--- config.mk ---
export PLATFORM = sky130hd
export DESIGN_NAME = mcor_top
export DESIGN_NICKNAME = d
export VERILOG_FILES = /design/src/hw/mcor_pkg.sv /design/src/hw/mcor_top.sv
export SDC_FILE = /design/constraint.sdc
export NUM_CORES = 1
export LEC_CHECK = 0
export BUFFER_PORTS_ARGS = -buffer_cell sky130_fd_sc_hd__buf_2
export CAP_MARGIN = 30
export CORE_ASPECT_RATIO = 1.75
export CORE_UTILIZATION = 43
export DETAILED_ROUTE_END_ITERATION = 12
export PLACE_DENSITY_LB_ADDON = 0.1
export SYNTH_ARGS = -nofsm -noshare
export SYNTH_HDL_FRONTEND = slang
export SYNTH_SLANG_ARGS = --single-unit
--- constraint.sdc ---
create_clock -name I_MCLK -period 2.2 [get_ports I_MCLK]
set_input_delay 0.22 -clock I_MCLK [delete_from_list [all_inputs] [get_ports I_MCLK]]
set_output_delay 0.22 -clock I_MCLK [all_outputs]
set_load 0.01 [all_outputs]
--- src/hw/mcor_pkg.sv ---
package mcor_pkg;
    // Register indices, byte address is four times the index (index == printed offset, not all multiples of 4)
    localparam logic [7:0] REG_R2_OFFSET_IDX   = 8'h72;
    localparam logic [7:0] REG_CFG2_IDX        = 8'h73;
    localparam logic [7:0] REG_ALERT_MASK1_IDX = 8'h74;
    localparam logic [7:0] REG_CFG1_IDX        = 8'h40;
    localparam logic [7:0] REG_CFG4_IDX        = 8'h7D;
    localparam logic [7:0] REG_CFG5_IDX        = 8'h7C;
    localparam logic [7:0] REG_SPEED_SENSE_INPUT_1_MINH_IDX  = 8'h55;
    // Reset values
    localparam logic [7:0] R2_OFFSET_RST   = 8'h00;
    localparam logic [7:0] CFG2_RST        = 8'h00;
    localparam logic [7:0] ALERT_MASK1_RST = 8'h00;
    localparam logic [7:0] CFG1_RST        = 8'h00;
    localparam logic [7:0] CFG4_RST        = 8'h00;
    localparam logic [7:0] CFG5_RST        = 8'h00;
    localparam logic [7:0] SPEED_SENSE_INPUT_1_MINH_RST  = 8'h00;
    // Field positions
    localparam int CFG1_LOCK_BIT       = 1;
    localparam int CFG2_PRES_EN_BIT    = 0;
    localparam int CFG2_AVG_OFF_BIT    = 4;
    localparam int CFG2_BYPASS_BIT     = 5;
    localparam int CFG2_SINGLE_BIT     = 6;
    localparam int CFG2_RES_BIT        = 7;
    localparam int CFG5_RANGE_BIT      = 1;
    localparam int CFG4_BYP_LSB        = 4;
    localparam int SPEED_SENSE_INPUT_1_SEL_LSB       = 5;
    // Channel select codes
    typedef enum logic [2:0] {
        MCOR_CH_V25   = 3'h0,
        MCOR_CH_VCORE = 3'h1,
        MCOR_CH_VSUP  = 3'h2,
        MCOR_CH_V5    = 3'h3,
        MCOR_CH_V12   = 3'h4,
        MCOR_CH_R1T   = 3'h5,
        MCOR_CH_LT    = 3'h6,
        MCOR_CH_R2T   = 3'h7
    } mcor_chan_t;
endpackage

--- src/hw/mcor_top.sv ---
// Functional notes
// - Remote 2 offset added to the remote 2 measurement.
// - Config 5 bit 1 selects offset range.
// - Lock bit makes offset, config 2 and config 1 read-only.
// - Presence enable makes bits 3:1 report fans.
// - Bits 3:1 show four-wire fans, read-only.
// - Averaging off bit speeds conversions sixteenfold.
// - Global bypass of four input attenuators.
// - Config 4 bits 7:4 bypass individually.
// - Single-channel bit stops round-robin sequencing.
// - Speed_sense_input_1 min high bits 7:5 select input.
// - Config 2 clears to zero at reset.
`timescale 1ns/1ps
`default_nettype none
// One software register byte; every register of the bank repeats it
module mcor_byte_reg
    import mcor_pkg::*;
#(
    parameter logic [7:0] RST_VAL = 8'h00
) (
    // Clock and reset
    input  wire logic       i_clk,
    input  wire logic       i_rst_n,
    // Write strobe and data
    input  wire logic       i_wr,
    input  wire logic [7:0] i_d,
    // Stored value
    output logic      [7:0] o_q
);
    logic [7:0] q_r;

    always_ff @(posedge i_clk or negedge i_rst_n) begin
        if (!i_rst_n) begin
            q_r <= RST_VAL;
        end else if (i_wr) begin
            q_r <= i_d;
        end
    end
    assign o_q = q_r;
endmodule

module mcor_top
    import mcor_pkg::*;
(
    // Clock and reset
    input  wire logic        I_MCLK,
    input  wire logic        I_RST_B,
    // Wishbone classic slave
    input  wire logic        I_WB_CYC,
    input  wire logic        I_WB_STB,
    input  wire logic        I_WB_WE,
    input  wire logic [9:0]  I_WB_ADR,
    input  wire logic [31:0] I_WB_DAT,
    input  wire logic [3:0]  I_WB_SEL,
    output logic      [31:0] O_WB_DAT,
    output logic             O_WB_ACK,
    // Measurement datapath
    input  wire logic [9:0]  I_R2_RAW,
    output logic      [9:0]  O_R2_CORR,
    output logic             O_OFFSET_WIDE,
    // Fan sense
    input  wire logic [2:0]  I_FOUR_WIRE_SENSE,
    // Sequencer controls
    output logic             O_AVERAGING_OFF,
    output logic      [3:0]  O_ATTENUATOR_BYPASS,
    output logic             O_SINGLE_CHANNEL_CONVERT,
    output logic      [2:0]  O_CHANNEL_SELECT,
    output logic             O_LOCKED
);
    logic        rst_s1_r;
    logic        rst_s2_r;
    logic        rst_n;
    logic [7:0]  r2_offset_r;
    logic [7:0]  cfg2_r;
    logic [7:0]  alert_mask1_r;
    logic [7:0]  cfg1_r;
    logic [7:0]  cfg4_r;
    logic [7:0]  cfg5_r;
    logic [7:0]  speed_sense_input_1_minh_r;
    logic [2:0]  found_r;
    logic        ack_r;
    logic [31:0] rdat_r;
    logic [9:0]  corr_r;

    always_ff @(posedge I_MCLK or negedge I_RST_B) begin
        if (!I_RST_B) begin
            rst_s1_r <= 1'b0;
            rst_s2_r <= 1'b0;
        end else begin
            rst_s1_r <= 1'b1;
            rst_s2_r <= rst_s1_r;
        end
    end
    assign rst_n = rst_s2_r;

    // Bus decode; byte address is four times the index
    wire        req      = I_WB_CYC && I_WB_STB && !ack_r;
    wire        wr_take  = req && I_WB_WE && I_WB_SEL[0];
    wire        aligned  = (I_WB_ADR[1:0] == 2'b00);
    wire [7:0]  idx      = I_WB_ADR[9:2];
    wire        locked   = cfg1_r[CFG1_LOCK_BIT];
    wire [7:0]  wbyte    = I_WB_DAT[7:0];
    wire        hit_off  = aligned && idx == REG_R2_OFFSET_IDX;
    wire        hit_cfg2 = aligned && idx == REG_CFG2_IDX;
    wire        hit_msk  = aligned && idx == REG_ALERT_MASK1_IDX;
    wire        hit_cfg1 = aligned && idx == REG_CFG1_IDX;
    wire        hit_cfg4 = aligned && idx == REG_CFG4_IDX;
    wire        hit_cfg5 = aligned && idx == REG_CFG5_IDX;
    wire        hit_tach = aligned && idx == REG_SPEED_SENSE_INPUT_1_MINH_IDX;
    wire        wr_off   = wr_take && hit_off && !locked;
    wire        wr_cfg2  = wr_take && hit_cfg2 && !locked;
    wire        wr_cfg1  = wr_take && hit_cfg1 && !locked;
    wire        wr_msk   = wr_take && hit_msk;
    wire        wr_cfg4  = wr_take && hit_cfg4;
    wire        wr_cfg5  = wr_take && hit_cfg5;
    wire        wr_tach  = wr_take && hit_tach;
    // Bits 3:1 never stored; they belong to the sense logic
    wire [7:0]  cfg2_wdat = {wbyte[7:4], 3'h0, wbyte[0]};

    // Detect bits stay zero while presence sensing is off
    wire        pres_en  = cfg2_r[CFG2_PRES_EN_BIT];
    wire [2:0]  found_nxt = pres_en ? I_FOUR_WIRE_SENSE : 3'h0;
    // Read-only bits 3:1 come from the sense logic, never the bus
    wire [7:0]  cfg2_view = {cfg2_r[7:4], found_r, cfg2_r[0]};

    wire [7:0]  rbyte =
        hit_off  ? r2_offset_r   :
        hit_cfg2 ? cfg2_view     :
        hit_msk  ? alert_mask1_r :
        hit_cfg1 ? cfg1_r        :
        hit_cfg4 ? cfg4_r        :
        hit_cfg5 ? cfg5_r        :
        hit_tach ? speed_sense_input_1_minh_r  : 8'h00;

    mcor_byte_reg #(
        .RST_VAL (R2_OFFSET_RST)
    ) u_off_reg (
        .i_clk   (I_MCLK),
        .i_rst_n (rst_n),
        .i_wr    (wr_off),
        .i_d     (wbyte),
        .o_q     (r2_offset_r)
    );

    mcor_byte_reg #(
        .RST_VAL (CFG2_RST)
    ) u_cfg2_reg (
        .i_clk   (I_MCLK),
        .i_rst_n (rst_n),
        .i_wr    (wr_cfg2),
        .i_d     (cfg2_wdat),
        .o_q     (cfg2_r)
    );

    mcor_byte_reg #(
        .RST_VAL (ALERT_MASK1_RST)
    ) u_msk_reg (
        .i_clk   (I_MCLK),
        .i_rst_n (rst_n),
        .i_wr    (wr_msk),
        .i_d     (wbyte),
        .o_q     (alert_mask1_r)
    );

    // Lock is sticky: once set only a reset clears it
    mcor_byte_reg #(
        .RST_VAL (CFG1_RST)
    ) u_cfg1_reg (
        .i_clk   (I_MCLK),
        .i_rst_n (rst_n),
        .i_wr    (wr_cfg1),
        .i_d     (wbyte),
        .o_q     (cfg1_r)
    );

    mcor_byte_reg #(
        .RST_VAL (CFG4_RST)
    ) u_cfg4_reg (
        .i_clk   (I_MCLK),
        .i_rst_n (rst_n),
        .i_wr    (wr_cfg4),
        .i_d     (wbyte),
        .o_q     (cfg4_r)
    );

    mcor_byte_reg #(
        .RST_VAL (CFG5_RST)
    ) u_cfg5_reg (
        .i_clk   (I_MCLK),
        .i_rst_n (rst_n),
        .i_wr    (wr_cfg5),
        .i_d     (wbyte),
        .o_q     (cfg5_r)
    );

    mcor_byte_reg #(
        .RST_VAL (SPEED_SENSE_INPUT_1_MINH_RST)
    ) u_tach_reg (
        .i_clk   (I_MCLK),
        .i_rst_n (rst_n),
        .i_wr    (wr_tach),
        .i_d     (wbyte),
        .o_q     (speed_sense_input_1_minh_r)
    );

    always_ff @(posedge I_MCLK or negedge rst_n) begin
        if (!rst_n) begin
            found_r <= 3'h0;
            ack_r   <= 1'b0;
            rdat_r  <= 32'h0000_0000;
        end else begin
            found_r <= found_nxt;
            ack_r   <= req;
            rdat_r  <= req ? {24'h00_0000, rbyte} : 32'h0000_0000;
        end
    end
    assign O_WB_ACK = ack_r;
    assign O_WB_DAT = rdat_r;

    // Offset scaling: narrow range uses 0.5 C steps, wide range 1 C steps
    wire        wide     = cfg5_r[CFG5_RANGE_BIT];
    // Raw code taken as 0.25 C per count; wraps, no saturation
    // Narrow step is half a degree, two raw counts per offset count
    wire [9:0]  off_narrow = {r2_offset_r[7], r2_offset_r, 1'b0};
    wire [9:0]  off_wide   = {r2_offset_r, 2'b00};
    wire [9:0]  off_q      = wide ? off_wide : off_narrow;
    wire [9:0]  corr_nxt = I_R2_RAW + off_q;
    always_ff @(posedge I_MCLK or negedge rst_n) begin
        if (!rst_n)
            corr_r <= 10'h000;
        else
            corr_r <= corr_nxt;
    end
    assign O_R2_CORR     = corr_r;
    assign O_OFFSET_WIDE = wide;

    // Sequencer controls
    assign O_AVERAGING_OFF = cfg2_r[CFG2_AVG_OFF_BIT];
    wire   global_byp = cfg2_r[CFG2_BYPASS_BIT];
    assign O_ATTENUATOR_BYPASS =
        {4{global_byp}} | cfg4_r[CFG4_BYP_LSB +: 4];
    assign O_SINGLE_CHANNEL_CONVERT = cfg2_r[CFG2_SINGLE_BIT];
    // Code 111 selects remote 2 temperature
    assign O_CHANNEL_SELECT = speed_sense_input_1_minh_r[SPEED_SENSE_INPUT_1_SEL_LSB +: 3];
    assign O_LOCKED = locked;

    lock_hold_a: assert property (
        @(posedge I_MCLK) disable iff (!rst_n)
        $past(locked) |-> $stable(cfg2_r) && $stable(r2_offset_r))
        else $error("locked register changed");

    lock_off_a: assert property (
        @(posedge I_MCLK) disable iff (!rst_n)
        wr_take && hit_off && locked |=> r2_offset_r == $past(r2_offset_r))
        else $error("offset written while locked");
    off_write_a: assert property (
        @(posedge I_MCLK) disable iff (!rst_n)
        wr_off |=> r2_offset_r == $past(wbyte))
        else $error("offset write lost");
    found_a: assert property (
        @(posedge I_MCLK) disable iff (!rst_n)
        !pres_en |=> found_r == 3'h0)
        else $error("detect bits set with sensing off");
    found_track_a: assert property (
        @(posedge I_MCLK) disable iff (!rst_n)
        pres_en |=> found_r == $past(I_FOUR_WIRE_SENSE))
        else $error("detect bits do not follow sense");
    cfg2_ro_a: assert property (
        @(posedge I_MCLK) disable iff (!rst_n)
        cfg2_r[3:1] == 3'h0)
        else $error("read-only bits stored");
    bypass_a: assert property (
        @(posedge I_MCLK) disable iff (!rst_n)
        global_byp |-> O_ATTENUATOR_BYPASS == 4'hF)
        else $error("global bypass not applied");
    ind_byp_a: assert property (
        @(posedge I_MCLK) disable iff (!rst_n)
        !global_byp |-> O_ATTENUATOR_BYPASS == cfg4_r[7:4])
        else $error("individual bypass wrong");
    ack_pulse_a: assert property (
        @(posedge I_MCLK) disable iff (!rst_n)
        ack_r |=> !ack_r)
        else $error("ack held two cycles");
    corr_a: assert property (
        @(posedge I_MCLK) disable iff (!rst_n)
        1'b1 |=> corr_r == $past(corr_nxt))
        else $error("corrected value stale");
    sel_a: assert property (
        @(posedge I_MCLK) disable iff (!rst_n)
        O_CHANNEL_SELECT == speed_sense_input_1_minh_r[7:5])
        else $error("channel select mismatch");
    lock_cfg2_a: assert property (
        @(posedge I_MCLK) disable iff (!rst_n)
        wr_take && hit_cfg2 && locked |=> cfg2_r == $past(cfg2_r))
        else $error("config written while locked");
    lock_sticky_a: assert property (
        @(posedge I_MCLK) disable iff (!rst_n)
        locked |=> locked)
        else $error("lock released without reset");
    cfg2_store_a: assert property (
        @(posedge I_MCLK) disable iff (!rst_n)
        wr_cfg2 |=> cfg2_r[7:4] == $past(wbyte[7:4])
            && cfg2_r[0] == $past(wbyte[0]))
        else $error("config write lost");
    avg_set_a: assert property (
        @(posedge I_MCLK) disable iff (!rst_n)
        wr_cfg2 |=> O_AVERAGING_OFF == $past(wbyte[4]))
        else $error("averaging control wrong");
    single_set_a: assert property (
        @(posedge I_MCLK) disable iff (!rst_n)
        wr_cfg2 |=> O_SINGLE_CHANNEL_CONVERT == $past(wbyte[6]))
        else $error("single channel control wrong");
    glob_byp_a: assert property (
        @(posedge I_MCLK) disable iff (!rst_n)
        wr_cfg2 && wbyte[5] |=> O_ATTENUATOR_BYPASS == 4'hF)
        else $error("bypass write not applied");
    sel_set_a: assert property (
        @(posedge I_MCLK) disable iff (!rst_n)
        wr_tach |=> O_CHANNEL_SELECT == $past(wbyte[7:5]))
        else $error("channel select write lost");
    wide_set_a: assert property (
        @(posedge I_MCLK) disable iff (!rst_n)
        wr_cfg5 |=> O_OFFSET_WIDE == $past(wbyte[1]))
        else $error("range select write lost");
    corr_wide_a: assert property (
        @(posedge I_MCLK) disable iff (!rst_n)
        wide |=> O_R2_CORR == $past(I_R2_RAW) + {$past(r2_offset_r), 2'b00})
        else $error("wide offset misapplied");
    corr_narrow_a: assert property (
        @(posedge I_MCLK) disable iff (!rst_n)
        !wide |=> O_R2_CORR == $past(I_R2_RAW)
            + {$past(r2_offset_r[7]), $past(r2_offset_r), 1'b0})
        else $error("narrow offset misapplied");
    ack_req_a: assert property (
        @(posedge I_MCLK) disable iff (!rst_n)
        req |=> O_WB_ACK)
        else $error("request not acknowledged");
    ack_src_a: assert property (
        @(posedge I_MCLK) disable iff (!rst_n)
        O_WB_ACK |-> $past(req))
        else $error("ack without request");
    rdat_idle_a: assert property (
        @(posedge I_MCLK) disable iff (!rst_n)
        !O_WB_ACK |-> O_WB_DAT == 32'h0000_0000)
        else $error("read data outside ack");
    rd_data_a: assert property (
        @(posedge I_MCLK) disable iff (!rst_n)
        req && !I_WB_WE && hit_off |=> O_WB_DAT[7:0] == $past(r2_offset_r))
        else $error("offset read wrong");
endmodule
`default_nettype wire

==> metrics.md, run 1 <==
| Metric | Value |
|---|---|
| Initial antenna violation count | `0` |
| Clk buf depth | `2` |
| M1 GR Usage | `0.2314` |
| Sink Count | `77` |
| Slowest-stage cell, CP | `dfrtp_2` |
| Gr busiest metal | `met2` |
| Worst Skew | `0.004686 ns` |
| Via density | `5.198` |
| DRT Wirelength | `8521 um` |
| Post-synth EDFFs | `0` |
| Number of global-route vias before repair | `2795` |
| Cells after Synth | `311` |
| Failing checks | `setup timing` |
| CP endpoint kind | `flip-flop` |
| Initial Util | `0.4439` |
| Detailed placement HPWL | `6341 um` |
| Tot GR Track Use | `0.2027` |
| Max stage delay on crit path | `0.45 ns` |
| I/O Buffers | `66` |
| Root buf cell | `clkbuf_16` |
| Die H | `127.6 um` |
| Placer congestion estimate | `0.8052` |
| Layout Area Growth over Synthesis | `26.78%` |
| CTS tree | `done` |
| GRT overflow | `0` |
| Die footprint | `9408 um2` |
| M3 GR Usage | `0.02050` |
| Min Tclk post-route | `2.232 ns` |
| Final #Nets | `480` |
| Final antenna-violating net count | `0` |
| Mapped Area | `3874 um2` |
| ANT cells | `0` |
| Final Max Slew Viols | `0` |
| Pwr/cell area | `658.4 nW/um2` |
| Syn Area/Cell | `12.46 um2` |
| Largest net degree at the start of global routing | `45` |
| Fmax | `0.4479 GHz` |
| Min Hold Slack | `0.09714 ns` |
| Core box area | `8727 um2` |
| # IOs | `118` |
| Crit Path Class | `reg -> reg` |
| Synth Warn # | `0` |
| Vias | `2750` |
| Layout cells sized above 1 | `0.4976` |
| RSZ-0062 raised after global routing | `yes` |
| DRT iter0 DRCs | `110` |
| Die X | `73.75 um` |
| Num rows | `45` |
| First-pass GRT wire length | `14090 um` |
| Setup slack at placement | `-0.1265 ns` |
| Worst-path clk slew | `0.06 ns` |
| Final setup fails | `1` |
| Synth cell types | `46` |
| Leakage power | `2.499 nW` |
| Seq cells post-synth | `77` |
| Slew HR | `0.6061` |
| DRC violation count after routing | `0` |
| Crit-path cells | `mux2_4 > fa_2 > a21o_1 > a2111oi_4 > o21bai_1 > a21oi_1 > xnor2_1` |
| Max VDD drop | `0.0005029 V` |
| CP Launch Type | `flip-flop` |
| DR WL/cell | `16.11 um` |
| Number of detailed-route iterations in the first pass | `4` |
| Total of max-cap violations | `0` |
| Worst Hold Class | `in -> reg` |
| Ys flop type | `dfrtp_1` |
| CP Data Arrival Time | `2.49 ns` |
| Critical Path RT | `2.46 ns` |
| Fin util | `0.5627` |
| Status | `finished, violations left` |
| Ys async rst share | `1.000` |
| Post-synthesis sequential area ratio | `0.4974` |
| Final Worst Setup Slack | `-0.03247 ns` |
| Final Cycle Share | `1.015` |
| Least-Margin Pin Slew | `0.5909 ns` |
| Final hold vios | `0` |
| H-Tree Depth | `3` |
| Num CTS Buffers | `9` |
| Clock latency on the worst-skew pair | `0.33 ns` |
| Routing usage on met2 | `0.3583` |
| CP max FO | `4` |
cells by family after synthesis:
logic type / Yosys count / synth area share
simple gates: 67 / 0.1056
fa+ha+maj: 9 / 0.03101
xor+xnor: 8 / 0.01809
compound gates: 33 / 0.06298
other cells: 2 / 0.001939
mux: 75 / 0.2174
flops: 77 / 0.4974
buf+inv: 40 / 0.06556
power by group:
| group | internal (mW) | switching [mW] | leakage [nW] |
|---|---|---|---|
| Clock | 1.03 | 0.559 | 0.154 |
| Combinational | 0.0786 | 0.118 | 1.30 |
| Sequential | 1.43 | 0.0194 | 1.04 |
| Total | 2.54 | 0.696 | 2.50 |
cell usage after synthesis, types with 3 or more instances:
| cell type | n | share of area |
|---|---|---|
| buf_4 | 27 | 0.052 |
| a31oi_1 | 7 | 0.011 |
| or2_2 | 4 | 0.0065 |
| a221o_1 | 6 | 0.016 |
| nand4_1 | 9 | 0.015 |
| a21oi_1 | 5 | 0.0065 |
| and2_1 | 5 | 0.0081 |
| nand2_1 | 9 | 0.0087 |
| nand3_1 | 13 | 0.017 |
| inv_1 | 3 | 0.0029 |
| and3_1 | 5 | 0.0081 |
| xnor2_1 | 5 | 0.011 |
| xor2_1 | 3 | 0.0068 |
| mux2_2 | 73 | 0.21 |
| nor3_1 | 4 | 0.0052 |
| dfrtp_1 | 77 | 0.50 |
| clkbuf_1 | 6 | 0.0058 |
| ha_1 | 8 | 0.026 |
| nor2_1 | 7 | 0.0068 |
final timing paths:
kind,cells after the start,start,slack [ns],end
max in group asynchronous,1,rst_n$_DFF_PN0_,1.28,u_cfg2_reg.o_q[7]$_DFFE_PN0P_
min in group asynchronous,2,I_RST_B,0.20,rst_n$_DFF_PN0_
max reg2reg,7,u_cfg5_reg.o_q[1]$_DFFE_PN0P_,-0.03,O_R2_CORR[9]$_DFF_PN0_
min,2,I_FOUR_WIRE_SENSE[2],0.1,found_r[2]$_DFF_PN0_
max,7,u_cfg5_reg.o_q[1]$_DFFE_PN0P_,-0.03,O_R2_CORR[9]$_DFF_PN0_
min reg2reg,0,rst_n$_DFF_PN0_,0.34,u_tach_reg.o_q[7]$_DFFE_PN0P_
critical path: cells and delay by family (launching register included):
kind / cells / cell delay, ns
DFF: 1 / 0.45
AOI/OAI and AO/OA: 4 / 0.90
xor gates and xnor gates: 1 / 0.13
adders and majority gates: 1 / 0.34
muxes: 1 / 0.33
flip-flops by register name (all words and copies together) (netlist names):
signal          flops
u_cfg1_reg.o_q      8
rst_n               1
u_cfg4_reg.o_q      8
u_tach_reg.o_q      8
O_R2_CORR          10
O_WB_DAT            8
rst_s1_r            1
u_cfg5_reg.o_q      8
u_cfg2_reg.o_q      5
u_msk_reg.o_q       8
found_r             3
O_WB_ACK            1
u_off_reg.o_q       8
cell usage in the layout (no fill, tap or decap), types with 2 or more instances in the layout:
cell type | synthesis | final
a21oi_1 | 5 | 5
and3_1 | 5 | 4
mux2_2 | 73 | 72
dfrtp_1 | 77 | 75
conb_1 | 2 | 25
xnor2_1 | 5 | 4
nor2_1 | 7 | 7
ha_4 | 0 | 5
nand2_1 | 9 | 9
buf_2 | 2 | 66
buf_12 | 0 | 2
dlygate4sd3_1 | 0 | 2
bufinv_16 | 0 | 2
or2_2 | 4 | 4
nor3_1 | 4 | 4
a221o_1 | 6 | 6
clkbuf_1 | 6 | 3
xor2_1 | 3 | 3
ha_1 | 8 | 3
clkbuf_16 | 0 | 9
a21o_1 | 2 | 2
buf_4 | 27 | 27
inv_1 | 3 | 3
nand3_1 | 13 | 13
a31oi_1 | 7 | 7
nand4_1 | 9 | 9
o21ai_0 | 2 | 2
o21bai_1 | 2 | 2
o211ai_1 | 2 | 2
and2_1 | 5 | 5
mux2i_1 | 2 | 2
layer usage:
metal / share of wire / up-vias / wire [um]
met5: 0 / - / 0
met4: 0.029 / 0 / 249
li1: - / 1289 / -
met2: 0.54 / 67 / 4638
met1: 0.40 / 1377 / 3429
met3: 0.024 / 17 / 203
metrics by stage:
| step | cells | TNS [ns] | cell area, um2 | power, mW |
|---|---|---|---|---|
| 6_report | 529 | -0.03247 | 4911 | 3.233 |
| 5_1_grt | 529 | -0.1378 | 4911 | 3.344 |
| 4_1_cts | 529 | -0.03744 | 4876 | 3.262 |
| 3_5_place_dp | 508 | -1.013 | 4454 | 1.665 |
| 3_3_place_gp | 508 | -0.9524 | 4454 | 1.662 |
| 2_1_floorplan | 334 | -0.07215 | 3996 | 1.592 |
repair_timing:
item / in CTS / in global routing
hold buffers: 2 / 0
hold endpoints to repair: 3 / 0
endpoints found under the setup margin: 3 / 3
setup buffers: 3 / 1
cloned: 0 / 0
pin swaps: 4 / 7
resized for setup: 7 / 6
cell type report:
| type | count | area (um2) |
|---|---|---|
| clock inverters | 3 | 68.82 |
| multi-input cells | 217 | 1894 |
| inverters | 4 | 15.01 |
| well taps | 117 | 146.4 |
| fillers | 758 | 3816 |
| clock buffers | 13 | 250.2 |
| repair buffers | 98 | 604.3 |
| flip-flops and latches | 77 | 1932 |
Note: power is estimated with default switching activity, not from simulation.
==> run 2: changes to the inputs <==
--- a/config.mk
+++ b/config.mk
@@ -10,7 +10,7 @@
 export CORE_ASPECT_RATIO = 1.75
 export CORE_UTILIZATION = 43
 export DETAILED_ROUTE_END_ITERATION = 12
-export PLACE_DENSITY_LB_ADDON = 0.1
+export PLACE_DENSITY_LB_ADDON = 0.05
 export SYNTH_ARGS = -nofsm -noshare
 export SYNTH_HDL_FRONTEND = slang
 export SYNTH_SLANG_ARGS = --single-unit
==> metrics.md, run 2 (synthesis gave the netlist of run 1 again) <==
| Metric | Value |
|---|---|
| Status | `finished, violations left` |
| Failing checks | `setup timing` |
| Vias | `2761` |
| Layout Area Growth over Synthesis | `26.26%` |
| Die H | `127.6 um` |
| Final Max Slew Viols | `0` |
| Final #Nets | `482` |
| Number of flip-flops in the largest register | `10` |
| Fmax | `0.4497 GHz` |
| Initial Util | `0.4439` |
| DRT Wirelength | `8725 um` |
| I/O Buffers | `66` |
| Final antenna-violating net count | `0` |
| Largest net degree at the start of global routing | `59` |
| Dpl cells | `511` |
| Core box area | `8727 um2` |
| Pwr/cell area | `642.5 nW/um2` |
| Min Tclk post-route | `2.224 ns` |
| Die X | `73.75 um` |
| Num rows | `45` |
| Min Hold Slack | `0.09843 ns` |
| Commonest non-fill, non-tap cell in the layout | `dfrtp_1` |
| Tot GR Track Use | `0.2069` |
| Final Worst Setup Slack | `-0.02390 ns` |
| Root buf cell | `clkbuf_16` |
| Worst Skew | `0.005741 ns` |
| # IOs | `118` |
| GRT overflow | `0` |
| CP Launch Type | `flip-flop` |
| Final Instance Count excl. Fillers | `531` |
| Worst Hold Class | `in -> reg` |
| Detailed placement HPWL | `6463 um` |
| CP max FO | `5` |
| Final hold vios | `0` |
| Layout cells sized above 1 | `0.4976` |
| Clk buf depth | `2` |
| CP Data Arrival Time | `2.49 ns` |
| Leakage power | `2.507 nW` |
| DRT iter0 DRCs | `108` |
| Number of detailed-route iterations in the first pass | `4` |
| Num CTS Buffers | `9` |
| First-pass GRT wire length | `14350 um` |
| Worst-path clk slew | `0.06 ns` |
| Initial antenna violation count | `0` |
| CP endpoint kind | `flip-flop` |
| RSZ-0062 raised after global routing | `yes` |
| Crit Path Class | `reg -> reg` |
| Clock latency on the worst-skew pair | `0.33 ns` |
| ANT cells | `0` |
| Final setup fails | `1` |
| Max VDD drop | `0.0005711 V` |
| CTS tree | `done` |
| Critical Path RT | `2.46 ns` |
| Via density | `5.200` |
| Total power | `3.142 mW` |
| Commonest non-fill, non-tap cells in the layout | `75 x dfrtp_1, 72 x mux2_2, 66 x buf_2, 29 x buf_4, 25 x conb_1` |
| H-Tree Depth | `3` |
| Die footprint | `9408 um2` |
| Final Cycle Share | `1.011` |
| Placer congestion estimate | `0.8295` |
| Total of max-cap violations | `0` |
| DRC violation count after routing | `0` |
| Sink Count | `77` |
| Number of global-route vias before repair | `2885` |
| DR WL/cell | `16.43 um` |
[run 2: power by group]
part	switching (mW)	internal [mW]	leakage (nW)
Combinational	0.126	0.0775	1.31
Sequential	0.0107	1.43	1.04
Clock	0.556	0.941	0.150
Total	0.693	2.45	2.51
[run 2: layout make-up]
cell class	instances	area (um2)
Inverter	4	15.01
Fill cell	775	3836
Clock inverter	3	43.79
Sequential cell	77	1932
Timing Repair Buffer	100	628.1
Multi-Input combinational cell	217	1866
Clock buffer	13	260.3
Tap cell	117	146.4
[run 2: worst max-delay path, cell delays in order, from the launching register on]
cell       delay, ns
dfrtp_2         0.46
mux2_4          0.33
fa_2            0.37
a21o_1          0.22
a2111oi_4       0.35
o21bai_1        0.14
a21oi_2         0.16
xnor2_1         0.12
[run 2: per-stage QoR]
stage | setup slack (ns) | util | instance area [um2] | setup TNS [ns]
floorplan | -0.07215 | - | 3996 | -0.07215
global placement | -0.1125 | 0.5144 | 4489 | -0.8541
detailed placement | -0.1580 | 0.5144 | 4489 | -1.288
CTS | -0.07840 | 0.5583 | 4872 | -0.07840
global route | -0.1343 | 0.5604 | 4891 | -0.2187
finish | -0.02390 | 0.5604 | 4891 | -0.02390
[run 2: final timing paths]
path	start	to	slack, ns	depth (start not counted)
setup / recovery	u_cfg5_reg.o_q[1]$_DFFE_PN0P_	O_R2_CORR[9]$_DFF_PN0_	-0.02	7
hold / removal	I_FOUR_WIRE_SENSE[2]	found_r[2]$_DFF_PN0_	0.1	2
setup reg to reg	u_cfg5_reg.o_q[1]$_DFFE_PN0P_	O_R2_CORR[9]$_DFF_PN0_	-0.02	7
hold reg to reg	rst_n$_DFF_PN0_	u_cfg5_reg.o_q[7]$_DFFE_PN0P_	0.20	0
max in group asynchronous	rst_n$_DFF_PN0_	u_cfg5_reg.o_q[1]$_DFFE_PN0P_	1.39	1
min in group asynchronous	I_RST_B	rst_n$_DFF_PN0_	0.20	2
[run 2: repair_timing]
action                     in CTS  in global routing
pin swaps                       4                  1
setup buffers                   2                  1
resized for setup               5                  3
hold endpoints to repair        3                  0
hold buffers                    2                  0
setup endpoints to repair       3                  3
[run 2: per-layer routing]
layer,up-vias,GRT usage,share of wire
met5,-,0,0
met4,0,0.09615,0.025
met2,77,0.3621,0.55
met3,17,0.03155,0.025
li1,1289,-,-
met1,1378,0.2420,0.40
==> run 3: changes to the inputs <==
==> constraint.sdc (replaced) <==
create_clock -name I_MCLK -period 2.2 [get_ports I_MCLK]
set_input_delay 0.11 -clock I_MCLK [delete_from_list [all_inputs] [get_ports I_MCLK]]
set_output_delay 0.11 -clock I_MCLK [all_outputs]
set_load 0.01 [all_outputs]
==> metrics.md, run 3 (synthesis gave the netlist of run 1 again) <==
| Metric | Value |
|---|---|
| Max VDD drop | `0.0004031 V` |
| CTS tree | `done` |
| Clock latency on the worst-skew pair | `0.34 ns` |
| Layout Area Growth over Synthesis | `28.17%` |
| Largest net degree at the start of global routing | `50` |
| Die H | `127.6 um` |
| Die X | `73.75 um` |
| Initial antenna violation count | `0` |
| Number of detailed-route iterations in the first pass | `5` |
| GRT overflow | `0` |
| Number of global-route vias before repair | `2883` |
| Total of max-cap violations | `0` |
| Final antenna-violating net count | `0` |
| Num rows | `45` |
| Final Worst Setup Slack | `-0.01261 ns` |
| Leakage power | `2.518 nW` |
| Post-DP Area | `4462 um2` |
| Failing checks | `setup timing` |
| Layout cells sized above 1 | `0.5000` |
| RSZ-0062 raised after global routing | `yes` |
| Initial Util | `0.4439` |
| Vias | `2811` |
| Number of flip-flops in the largest register | `10` |
| Status | `finished, violations left` |
| Final #Nets | `486` |
| Commonest non-fill, non-tap cell in the layout | `dfrtp_1` |
| Placer congestion estimate | `0.7894` |
| Final setup fails | `1` |
| Die footprint | `9408 um2` |
| Crit path buffers/inverters | `0` |
| Max stage delay on crit path | `0.45 ns` |
| CP Data Arrival Time | `2.48 ns` |
| Via density | `5.254` |
| Min Tclk post-route | `2.213 ns` |
| Commonest non-fill, non-tap cells in the layout | `75 x dfrtp_1, 71 x mux2_2, 66 x buf_2, 29 x buf_4, 25 x conb_1` |
| ANT cells | `0` |
| CP Launch Type | `flip-flop` |
| CP endpoint kind | `flip-flop` |
| Root buf cell | `clkbuf_16` |
| Worst-path clk slew | `0.06 ns` |
| Final hold vios | `0` |
| Clk buf depth | `2` |
| Worst Skew | `0.006070 ns` |
| Crit-path cells | `mux2_4 > fa_2 > a21o_1 > a2111oi_4 > o21bai_1 > a21oi_1 > xnor2_1` |
| Worst Hold Class | `in -> async` |
| Min Hold Slack | `0.07772 ns` |
| First-pass GRT wire length | `14590 um` |
| Detailed placement HPWL | `6412 um` |
| Core box area | `8727 um2` |
| Fmax | `0.4520 GHz` |
| DRT iter0 DRCs | `136` |
| Slowest-stage cell, CP | `dfrtp_2` |
| DR WL/cell | `16.59 um` |
| CP max FO | `4` |
| Total power | `3.223 mW` |
| DRT Wirelength | `8874 um` |
| Crit Path Class | `reg -> reg` |
| Final Cycle Share | `1.006` |
| Top cell family by delay on the critical path | `compound AO/OA/AOI/OAI gates` |
| DRC violation count after routing | `0` |
| Critical Path RT | `2.46 ns` |
| Sink Count | `77` |
| Final Max Slew Viols | `0` |
| # IOs | `118` |
| Num CTS Buffers | `9` |
| Pwr/cell area | `649.2 nW/um2` |
| I/O Buffers | `66` |
| Tot GR Track Use | `0.2107` |
| Design area | `4965 um2` |
| H-Tree Depth | `3` |
-- run 3: layout make-up --
type	count	area, um2
fill	785	3762
sequential	77	1932
multi-input combinational	217	1896
timing repair buffer	104	659.4
clock buffer	10	229.0
tap	117	146.4
clock inverter	6	87.58
inverter	4	15.01
-- run 3: timing repair --
item                                   4_1_cts  5_1_grt
buffers inserted                             2        3
endpoints found under the hold margin        7        0
setup endpoints to repair                    2        2
gates resized for setup                      6        8
hold buffers                                 6        0
pin swaps                                    5        9
-- run 3: final timing paths --
path,cells past startpoint,end,slack (ns),from
worst max register to register,7,O_R2_CORR[9]$_DFF_PN0_,-0.01,u_cfg5_reg.o_q[1]$_DFFE_PN0P_
min in group I_MCLK,3,O_R2_CORR[9]$_DFF_PN0_,0.08,I_R2_RAW[9]
worst min register to register,0,u_cfg5_reg.o_q[5]$_DFFE_PN0P_,0.25,rst_n$_DFF_PN0_
worst max-delay path,7,O_R2_CORR[9]$_DFF_PN0_,-0.01,u_cfg5_reg.o_q[1]$_DFFE_PN0P_
max in group asynchronous,1,u_cfg5_reg.o_q[1]$_DFFE_PN0P_,1.33,rst_n$_DFF_PN0_
worst min-delay path,2,rst_n$_DFF_PN0_,0.08,I_RST_B
-- run 3: power by group --
part / internal (mW) / total, mW / switching (mW)
combinational: 0.0819 / 0.207 / 0.125
sequential: 1.43 / 1.45 / 0.0140
clock: 0.993 / 1.57 / 0.578
total: 2.51 / 3.22 / 0.717
-- run 3: metrics by stage --
step | instances | TNS, ns | setup slack, ns | utilization
3_3_place_gp | 509 | -0.3211 | -0.09296 | 0.5113
3_5_place_dp | 509 | -0.3440 | -0.1163 | 0.5113
5_1_grt | 535 | -0.1132 | -0.1132 | 0.5689
4_1_cts | 533 | -0.03669 | -0.03669 | 0.5626
2_1_floorplan | 334 | -0.07215 | -0.07215 | -
6_report | 535 | -0.01261 | -0.01261 | 0.5689
-- run 3: layer usage --
metal  GRT usage  vias to the layer above  share of wire
li1            -                     1295              -
met1      0.2359                     1392           0.39
met2      0.3648                       99           0.54
met3     0.04495                       25          0.043
met4      0.1109                        0          0.032
met5           0                        -              0
